<file path="config.mk">
export PLATFORM = sky130hd
export DESIGN_NAME = sadc_ctrl
export DESIGN_NICKNAME = d
export VERILOG_FILES = /design/src/sadc_divider.v /design/src/sadc_sync.v /design/src/sadc_ctrl.v
export VERILOG_INCLUDE_DIRS = /design/src
export SDC_FILE = /design/constraint.sdc
export NUM_CORES = 1
export LEC_CHECK = 0
export ABC_CLOCK_PERIOD_IN_PS = 3200
export BUFFER_PORTS_ARGS = -buffer_cell sky130_fd_sc_hd__buf_2
export CORE_UTILIZATION = 50
export DETAILED_ROUTE_END_ITERATION = 6
export MAX_ROUTING_LAYER = met4
export PLACE_DENSITY = 0.84
export SLEW_MARGIN = 5
export SYNTH_ARGS = -nofsm -noshare
export SYNTH_HDL_FRONTEND = slang
export SYNTH_SLANG_ARGS = --single-unit
</file>
<file path="constraint.sdc">
create_clock -name pclk -period 3.2 [get_ports pclk]
set_clock_uncertainty 0.15 [all_clocks]
set_input_delay 0.16 -clock pclk [delete_from_list [all_inputs] [get_ports pclk]]
set_output_delay 0.16 -clock pclk [all_outputs]
set_load 0.02 [all_outputs]
</file>
<file path="src/sadc_consts.vh">
// register map, field positions, channel codes and timing counts for the converter control
`ifndef SADC_CONSTS_VH
`define SADC_CONSTS_VH
`define SADC_OFS_CTRL0 12'h000
`define SADC_OFS_CTRL1 12'h004
`define SADC_OFS_RESH 12'h008
`define SADC_OFS_RESL 12'h00C
`define SADC_OFS_FLAGS 12'h010
`define SADC_OFS_SYS 12'h014
`define SADC_C0_ON 0
`define SADC_C0_GO 1
`define SADC_C0_CHS_LO 2
`define SADC_C1_PREF_LO 0
`define SADC_C1_NREF 2
`define SADC_C1_CS_LO 4
`define SADC_C1_FMT 7
`define SADC_FL_FLAG 0
`define SADC_FL_IE 1
`define SADC_SY_GIE 0
`define SADC_SY_PERIPHERAL_IRQ_ENABLE 1
`define SADC_CHS_TEMP 5'h1D
`define SADC_CHS_DAC 5'h1E
`define SADC_CHS_FVR 5'h1F
`define SADC_RES_BITS 10
`define SADC_TAD_HALF 5'h17
`define SADC_RC_DIV 8'h0C
`endif

</file>
<file path="src/sadc_divider.v">
// programmable system clock divider producing one-cycle tick enables
`timescale 1ns/10ps
`default_nettype none
module sadc_divider #(
    parameter W = 8
) (
    input wire pclk,
    input wire presetn,
    input wire run,
    input wire [W-1:0] div,
    output reg tick
);
    reg [W-1:0] cnt_reg;
    // count to div-1 then pulse; restart whenever run drops
    always @(posedge pclk or negedge presetn) begin
        if (!presetn) begin
            cnt_reg <= {W{1'b0}};
            tick <= 1'b0;
        end else if (!run) begin
            cnt_reg <= {W{1'b0}};
            tick <= 1'b0;
        end else if (cnt_reg >= div - {{(W-1){1'b0}}, 1'b1}) begin
            cnt_reg <= {W{1'b0}};
            tick <= 1'b1;
        end else begin
            cnt_reg <= cnt_reg + {{(W-1){1'b0}}, 1'b1};
            tick <= 1'b0;
        end
    end
endmodule
`default_nettype wire

</file>
<file path="src/sadc_sync.v">
// two flip-flop level synchroniser for pin inputs
`timescale 1ns/10ps
`default_nettype none
module sadc_sync (
    input wire pclk,
    input wire presetn,
    input wire d,
    output reg q
);
    reg meta_reg;
    // first stage read only by the second
    always @(posedge pclk or negedge presetn) begin
        if (!presetn) begin
            meta_reg <= 1'b0;
            q <= 1'b0;
        end else begin
            meta_reg <= d;
            q <= meta_reg;
        end
    end
endmodule
`default_nettype wire

</file>
<file path="src/sadc_ctrl.v">
// successive-approximation converter control with APB register slave
//
// Implementation choices: the APB interface to the registers and the placing of the registers.
`timescale 1ns/10ps
`default_nettype none
`include "sadc_consts.vh"
// Summary of operation
// - resolve each sample to 10 bits by successive approximation into result pair
// - one sample-and-hold; channel select routes a single input to it
// - fourteen sources: inputs 13-8, 4-0, temperature, DAC, fixed reference
// - positive reference: external pin, supply, fixed 2.048V or fixed 4.096V
// - negative reference bit picks external pin or ground
// - clock select maps codes to divide by 2..64 or the RC oscillator
// - one bit per conversion clock period, 11.5 periods per conversion
// - divided clocks follow system clock; RC clock is independent
// - conversions run during sleep only with the RC clock selected
// - completion flag set after every conversion regardless of enable
// - hardware never clears the completion flag; software writes zero
// - interrupt request only when flag and interrupt enable are both set
// - converter interrupt request wakes the device from sleep
// - after wake next instruction runs; service only if both enables set
// - format bit picks left or right justification of the result
// - converter powered only while enabled; go starts; not both in one write
// - on completion clear go, set flag, load both result registers
// - aborted conversion stores partial result, unresolved bits copy last bit
// - five-bit channel code; 11101 temp, 11110 DAC, 11111 fixed; reserved none
module sadc_ctrl #(
    parameter RC_DIV = 8'h0C
) (
    input wire pclk,
    input wire presetn,
    input wire psel,
    input wire penable,
    input wire pwrite,
    input wire [11:0] paddr,
    input wire [31:0] pwdata,
    output reg [31:0] prdata,
    output reg pready,
    output reg pslverr,
    input wire rc_osc_pin,
    input wire sleep_pin,
    input wire comp_out_pin,
    output reg [9:0] dac_trial,
    output reg sample_hold,
    output reg [4:0] mux_sel,
    output reg mux_valid,
    output reg [1:0] pos_ref_sel,
    output reg neg_ref_sel,
    output reg analog_power,
    output reg irq_req,
    output reg wake_req,
    output reg isr_vector
);
    ////////////////////////////////////////////////////////////////////////
    // registers
    reg conv_enable_reg;
    reg go_reg;
    reg [4:0] chan_reg;
    reg [1:0] pref_reg;
    reg nref_reg;
    reg [2:0] cs_reg;
    reg fmt_reg;
    reg flag_reg;
    reg ie_reg;
    reg gie_reg;
    reg peripheral_irq_enable_reg;
    reg [9:0] result_reg;
    reg [9:0] sar_reg;
    reg [9:0] sar_trial_next;
    reg [4:0] half_reg;
    reg [1:0] state_reg;
    reg rc_prev_reg;
    wire rc_s;
    wire comp_s;
    wire sleep_s;
    wire div_tick;
    reg [7:0] div_sel;
    localparam ST_IDLE = 2'b00;
    localparam ST_WAIT = 2'b01;
    localparam ST_CONV = 2'b10;
    sadc_sync u_rc (.pclk(pclk), .presetn(presetn), .d(rc_osc_pin), .q(rc_s));
    // comparator only answers our own registered trial code on pclk; two sync
    // stages would make the answer late for a /2 tad, so it is read directly
    assign comp_s = comp_out_pin;
    sadc_sync u_slp (.pclk(pclk), .presetn(presetn), .d(sleep_pin), .q(sleep_s));

    ////////////////////////////////////////////////////////////////////////
    // conversion clock selection
    wire use_rc = (cs_reg[1:0] == 2'b11);
    // divide ratios; a /2 tick gives half-periods at pclk/1 so one tad is 2 cycles
    always @* begin
        case (cs_reg)
            3'b000: div_sel = 8'h01;
            3'b100: div_sel = 8'h02;
            3'b001: div_sel = 8'h04;
            3'b101: div_sel = 8'h08;
            3'b010: div_sel = 8'h10;
            3'b110: div_sel = 8'h20;
            default: div_sel = 8'h01;
        endcase
    end
    // divided rates track pclk; rc ticks on each rc edge, pclk-independent
    sadc_divider #(.W(8)) u_div (
        .pclk(pclk), .presetn(presetn), .run(state_reg != ST_IDLE && !use_rc),
        .div(div_sel), .tick(div_tick)
    );
    wire rc_edge = rc_s ^ rc_prev_reg;
    wire half_tick = use_rc ? rc_edge : div_tick;
    // sleep halts conversions unless rc clock selected
    wire sleep_abort = sleep_s && !use_rc;

    ////////////////////////////////////////////////////////////////////////
    // apb decode
    wire wr = psel && penable && pwrite && pready;
    wire rd_setup = psel && !penable && !pwrite;
    wire hit_c0 = paddr == `SADC_OFS_CTRL0;
    wire hit_c1 = paddr == `SADC_OFS_CTRL1;
    wire hit_fl = paddr == `SADC_OFS_FLAGS;
    wire hit_sy = paddr == `SADC_OFS_SYS;
    wire hit_any = hit_c0 || hit_c1 || hit_fl || hit_sy ||
        paddr == `SADC_OFS_RESH || paddr == `SADC_OFS_RESL;
    wire go_wr = wr && hit_c0 && pwdata[`SADC_C0_GO];
    // go only honoured if converter already on before this write
    wire start = go_wr && conv_enable_reg && state_reg == ST_IDLE;
    wire sw_abort = wr && hit_c0 && !pwdata[`SADC_C0_GO] && state_reg != ST_IDLE;
    // the 23rd half tick closes the trailing half tad
    wire finish = state_reg == ST_CONV && half_tick && half_reg == `SADC_TAD_HALF - 5'h01;
    wire abort = (sw_abort || sleep_abort || !conv_enable_reg) && state_reg != ST_IDLE;
    // partial result: unresolved bits copy last resolved bit
    reg [9:0] partial;
    integer i;
    always @* begin
        partial = sar_reg;
        for (i = 8; i >= 0; i = i - 1) begin
            if ({27'h0, half_reg} < 2 * (9 - i) + 4)
                partial[i] = partial[i + 1];
        end
    end

    ////////////////////////////////////////////////////////////////////////
    // apb response, no wait state; ready and read data come from flops loaded in the setup cycle
    always @(posedge pclk or negedge presetn) begin
        if (!presetn) begin
            pready <= 1'b0;
            pslverr <= 1'b0;
            prdata <= 32'h00000000;
        end else begin
            pready <= psel && !penable;
            pslverr <= psel && !penable && !hit_any;
            if (rd_setup) begin
                prdata <= 32'h00000000;
                if (hit_c0)
                    prdata[6:0] <= {chan_reg, go_reg, conv_enable_reg};
                if (hit_c1)
                    prdata[7:0] <= {fmt_reg, cs_reg, 1'b0, nref_reg, pref_reg};
                if (paddr == `SADC_OFS_RESH)
                    prdata[7:0] <= fmt_reg ? {6'h00, result_reg[9:8]} : result_reg[9:2];
                if (paddr == `SADC_OFS_RESL)
                    prdata[7:0] <= fmt_reg ? result_reg[7:0] : {result_reg[1:0], 6'h00};
                if (hit_fl)
                    prdata[1:0] <= {ie_reg, flag_reg};
                if (hit_sy)
                    prdata[1:0] <= {peripheral_irq_enable_reg, gie_reg};
            end
        end
    end

    ////////////////////////////////////////////////////////////////////////
    // configuration registers
    always @(posedge pclk or negedge presetn) begin
        if (!presetn) begin
            conv_enable_reg <= 1'b0;
            chan_reg <= 5'h00;
            pref_reg <= 2'h0;
            nref_reg <= 1'b0;
            cs_reg <= 3'h0;
            fmt_reg <= 1'b0;
            ie_reg <= 1'b0;
            gie_reg <= 1'b0;
            peripheral_irq_enable_reg <= 1'b0;
        end else if (wr) begin
            if (hit_c0) begin
                conv_enable_reg <= pwdata[`SADC_C0_ON];
                chan_reg <= pwdata[6:2];
            end
            if (hit_c1) begin
                pref_reg <= pwdata[1:0];
                nref_reg <= pwdata[`SADC_C1_NREF];
                cs_reg <= pwdata[6:4];
                fmt_reg <= pwdata[`SADC_C1_FMT];
            end
            if (hit_fl)
                ie_reg <= pwdata[`SADC_FL_IE];
            if (hit_sy) begin
                gie_reg <= pwdata[`SADC_SY_GIE];
                peripheral_irq_enable_reg <= pwdata[`SADC_SY_PERIPHERAL_IRQ_ENABLE];
            end
        end
    end

    ////////////////////////////////////////////////////////////////////////
    // completion flag: set wins over a software clear
    always @(posedge pclk or negedge presetn) begin
        if (!presetn)
            flag_reg <= 1'b0;
        else if (finish)
            flag_reg <= 1'b1;
        else if (wr && hit_fl)
            flag_reg <= pwdata[`SADC_FL_FLAG] & flag_reg;
    end

    ////////////////////////////////////////////////////////////////////////
    // sequencer: wait one tad after go (two with the rc clock), then 10 bits, then a half tad
    always @(posedge pclk or negedge presetn) begin
        if (!presetn) begin
            state_reg <= ST_IDLE;
            go_reg <= 1'b0;
            half_reg <= 5'h00;
            sar_reg <= 10'h000;
            result_reg <= 10'h000;
            rc_prev_reg <= 1'b0;
        end else begin
            rc_prev_reg <= rc_s;
            case (state_reg)
                ST_IDLE: begin
                    half_reg <= 5'h00;
                    if (start) begin
                        go_reg <= 1'b1;
                        sar_reg <= 10'h200;
                        state_reg <= use_rc ? ST_WAIT : ST_CONV;
                    end
                end
                ST_WAIT: begin
                    // rc clock waits an extra instruction slot for the sleep entry
                    if (abort) begin
                        go_reg <= 1'b0;
                        state_reg <= ST_IDLE;
                    end else if (half_tick) begin
                        half_reg <= half_reg + 5'h01;
                        if (half_reg == 5'h01) begin
                            half_reg <= 5'h00;
                            state_reg <= ST_CONV;
                        end
                    end
                end
                ST_CONV: begin
                    if (abort) begin
                        go_reg <= 1'b0;
                        result_reg <= partial;
                        state_reg <= ST_IDLE;
                    end else if (finish) begin
                        go_reg <= 1'b0;
                        result_reg <= sar_reg;
                        state_reg <= ST_IDLE;
                    end else if (half_tick) begin
                        half_reg <= half_reg + 5'h01;
                        // decide one bit at the end of each tad after the first
                        if (half_reg >= 5'h03 && half_reg[0] && half_reg <= 5'h15) begin
                            sar_reg <= sar_trial_next;
                        end
                    end
                end
                default: state_reg <= ST_IDLE;
            endcase
        end
    end
    // bit under trial for the present tad
    wire [4:0] bit_off = half_reg - 5'h03;
    wire [3:0] bit_idx = 4'h9 - bit_off[4:1];
    always @* begin
        sar_trial_next = sar_reg;
        if (!comp_s)
            sar_trial_next[bit_idx] = 1'b0;
        if (bit_idx != 4'h0)
            sar_trial_next[bit_idx - 4'h1] = 1'b1;
    end

    ////////////////////////////////////////////////////////////////////////
    // analog side and interrupt outputs
    always @(posedge pclk or negedge presetn) begin
        if (!presetn) begin
            dac_trial <= 10'h000;
            sample_hold <= 1'b0;
            mux_sel <= 5'h00;
            mux_valid <= 1'b0;
            pos_ref_sel <= 2'h0;
            neg_ref_sel <= 1'b0;
            analog_power <= 1'b0;
            irq_req <= 1'b0;
            wake_req <= 1'b0;
            isr_vector <= 1'b0;
        end else begin
            dac_trial <= sar_reg;
            // drop hold with the abort so it never outlives the power
            sample_hold <= state_reg == ST_CONV && !abort;
            mux_sel <= chan_reg;
            // reserved codes connect nothing
            mux_valid <= chan_reg <= 5'h04 || (chan_reg >= 5'h08 && chan_reg <= 5'h0D) ||
                chan_reg >= `SADC_CHS_TEMP;
            pos_ref_sel <= pref_reg;
            neg_ref_sel <= nref_reg;
            analog_power <= conv_enable_reg && !(sleep_abort && state_reg == ST_IDLE);
            irq_req <= flag_reg && ie_reg;
            wake_req <= sleep_s && flag_reg && ie_reg;
            isr_vector <= flag_reg && ie_reg && gie_reg && peripheral_irq_enable_reg;
        end
    end
endmodule
`default_nettype wire

</file>
==> results.rst <==
.. list-table::
   :header-rows: 1

   * - Metric
     - Value
   * - Maximum fanout encountered on the critical timing path
     - 9
   * - Number of synthesized flops with an enable pin
     - 0
   * - Post-detail-place hpwl
     - 8980 um
   * - Boundary pin count
     - 110
   * - Remaining design rule violation count
     - 0
   * - Number of violations of the max-capacitance limit
     - 0
   * - Required time reported for the critical path endpoint
     - 3300 ps
   * - Total design power
     - 0.00210 W
   * - Sinks on Clock Net
     - 93
   * - Final non-filler cell total
     - 749
   * - Final hold violation count
     - 0
   * - Area growth from synthesis to final layout
     - 14.0%
   * - Via Count
     - about 4,400
   * - Cell types with the largest area share after synthesis
     - sky130_fd_sc_hd__dfrtp_1 45%, sky130_fd_sc_hd__ha_1 4.1%, sky130_fd_sc_hd__a21oi_1 3.8%
   * - Leakage
     - about 2.8 nW
   * - Diodes inserted
     - 0
   * - Remaining global-route overflow
     - 0
   * - Count of cell types in the netlist
     - 70
   * - Category of the worst setup path capture point
     - flop
   * - Die ar.
     - between 10,000 and 15,000 um^2
   * - Drt pass-1 iters
     - 5
   * - Multi-input gate area in the final layout
     - 2570 um^2
   * - Final hold slack
     - 22.9 ps
   * - Synth warnings
     - 0
   * - Via count of the first global-routing pass
     - 4,342
   * - Routed wire length per instance
     - 16.9 um
   * - Setup repair after global routing missed its margin
     - no
   * - Headroom to the max-slew limit
     - 45.3%
   * - Average size of a mapped cell
     - 9.71 um^2
   * - Max Slew Vio Count
     - 0
   * - Hold buffer count at CTS
     - 15
   * - Count of filler cells inserted in the layout
     - 830
   * - Cell area after placement
     - 5570 um^2
   * - Initial Util
     - 52.3%
   * - Top-count cell post-synth
     - sky130_fd_sc_hd__dfrtp_1
   * - Nets
     - 680
   * - Fraction of layout instances using a drive strength above 1
     - 20.6%
   * - Routability Congestion
     - ~0.96
   * - First-pass GRT wire length
     - 21,100 um
   * - Number of vias per cell
     - around 5.9
   * - Antenna violations before repair
     - 0
   * - Die span in x
     - 104 um
   * - Root cell of the clock tree
     - sky130_fd_sc_hd__clkbuf_8
   * - Skew-Pair Late Insertion Delay
     - 380 ps
   * - Fraction of synthesis flops using an asynchronous set or reset pin
     - between 90% and 100%
   * - Quantity of gates resized following cts
     - 0
   * - Area share of the largest cell type after synthesis
     - 44.9%
   * - Clock period minus final worst setup slack
     - 2850 ps
   * - Status
     - completed
   * - Min-delay worst type
     - input port to flop
   * - Final setup vio count
     - 0
   * - Clock H-tree levels
     - 3
   * - Number of core rows
     - 36
   * - Type of the worst setup path
     - flop to flop
   * - Synth Instances
     - 534
   * - Cell type with the highest aggregate area in the netlist
     - sky130_fd_sc_hd__dfrtp_1
   * - Cell area after layout
     - just under 6000 um^2
   * - Number of design-rule violations left by the first detailed-router iteration
     - 397
   * - Buffers inserted during post-CTS setup optimization
     - 0
   * - Total CTS buffers
     - 9
   * - Number of nets still failing antenna checks after routing
     - 0
   * - Flip-flop and latch count after synthesis
     - just over 90
   * - Area of the core
     - 9910 um^2
   * - Power density over the cells
     - 355 nW/um^2
   * - Synth top cells by count
     - 93 x sky130_fd_sc_hd__dfrtp_1, 39 x sky130_fd_sc_hd__a21oi_1, 35 x sky130_fd_sc_hd__nor2_1, 33 x sky130_fd_sc_hd__nand2_1, 31 x sky130_fd_sc_hd__o21ai_0
   * - Worst slew pin tran
     - 820 ps
   * - Total placed cells including tap cells
     - 718
   * - Seq/Total Area, Yosys
     - 44.9%
   * - Pin count of the biggest net entering global routing
     - 68
   * - TritonCTS clock tree
     - yes
   * - GRT Util Overall
     - 25.1%
   * - Maximum achievable frequency
     - 351 MHz
   * - Signal arrival time at the worst endpoint
     - 2950 ps
   * - Port Buffers
     - 61
   * - Critical path launch point type
     - flop
   * - Maximum clock path buffer count
     - 2
   * - Share of the clock period used by the worst path after layout
     - 89.1%
   * - Routed wire length
     - 12,600 um
   * - Accumulated negative setup slack
     - 0 ps
   * - Die Span Y
     - between 100 and 150 um
   * - Clk pin slew, worst setup/hold paths
     - 100 ps
   * - Synthesized cell area
     - 5180 um^2
   * - Footprint of the flip-flops and latches
     - 2330 um^2
   * - VDD IR-drop max
     - 0.000239 V
   * - Most instantiated flip-flop cell in the synthesis netlist
     - sky130_fd_sc_hd__dfrtp_1
-- final timing paths --
check	start	endpoint	slack (ps)	cells past startpoint
setup / recovery	half_reg[0]$_DFFE_PN0P_	sar_reg[3]$_DFFE_PN0P_	350	10
hold / removal	comp_out_pin	sar_reg[9]$_DFFE_PN0P_	20	5
setup reg to reg	half_reg[0]$_DFFE_PN0P_	sar_reg[3]$_DFFE_PN0P_	350	10
hold reg to reg	u_slp.meta_reg$_DFF_PN0_	u_slp.q$_DFF_PN0_	210	0
max in group asynchronous	presetn	dac_trial[0]$_DFF_PN0_	1920	3
min in group asynchronous	presetn	neg_ref_sel$_DFF_PN0_	260	2
-- area by class of cell --
class / count / share of cell area [%]
repair buffers: 91 / 9.65
flip-flops and latches: 93 / 39.4
well taps: 133 / 2.82
inverters: 22 / 1.40
clock inverters: 7 / 1.14
clock buffers: 9 / 2.10
multi-input cells: 394 / 43.5
-- cell families (layout without fill, tap and decap cells) --
family / after synthesis / count (layout) / share of synthesized area (%)
and+or+nand+nor: 149 / 149 / 15.3
adders and majority gates: 17 / 17 / 4.10
buffers and inverters: 72 / 129 / 7.31
DFF: 93 / 93 / 44.9
xor gates and xnor gates: 14 / 14 / 2.37
AOI/OAI and AO/OA: 160 / 160 / 20.3
other: 2 / 27 / 0.145
muxes: 27 / 27 / 5.62
-- layout by cell type (no fill, tap or decap), types with 16 or more instances in the layout --
master                    instances
sky130_fd_sc_hd__a21oi_1         39
sky130_fd_sc_hd__nor2_1          35
sky130_fd_sc_hd__o21ai_0         31
sky130_fd_sc_hd__nand2_1         33
sky130_fd_sc_hd__ha_1            17
sky130_fd_sc_hd__dfrtp_1         93
sky130_fd_sc_hd__buf_4           16
sky130_fd_sc_hd__conb_1          27
sky130_fd_sc_hd__inv_1           22
sky130_fd_sc_hd__buf_2           60
-- routing by layer --
metal  up-vias  share of wire, %  global-route usage (%)
met3        43               5.2                    3.40
met2       206                49                    39.7
met1      2119                42                    30.7
met5         -                 0                       -
li1       2027                 -                       -
met4         0               3.8                    15.4
-- worst max-delay path, stage by stage (launching register included) --
cell                      delay (ps)
sky130_fd_sc_hd__dfrtp_1         480
sky130_fd_sc_hd__ha_1            320
sky130_fd_sc_hd__xnor2_1         250
sky130_fd_sc_hd__inv_1            90
sky130_fd_sc_hd__ha_1            260
sky130_fd_sc_hd__xnor2_1         230
sky130_fd_sc_hd__xnor2_1         120
sky130_fd_sc_hd__nor2_1          310
sky130_fd_sc_hd__a41oi_1         170
sky130_fd_sc_hd__o21ai_0         230
sky130_fd_sc_hd__o41ai_2         100
-- power breakdown --
part           internal [W]  switching [W]
Clock              0.000299       0.000468
Combinational     0.0000444      0.0000981
Sequential          0.00118     0.00000522
Total               0.00153       0.000571
-- through the flow --
step / utilization [%] / worst slack (ps)
final: 59.6 / 350
after global routing: 59.6 / 136
after CTS: 59.6 / 385
after detailed placement: 56.2 / 427
after global placement: 56.2 / 491
after floorplan: - / 357
Power figures use the tool's default switching activity.
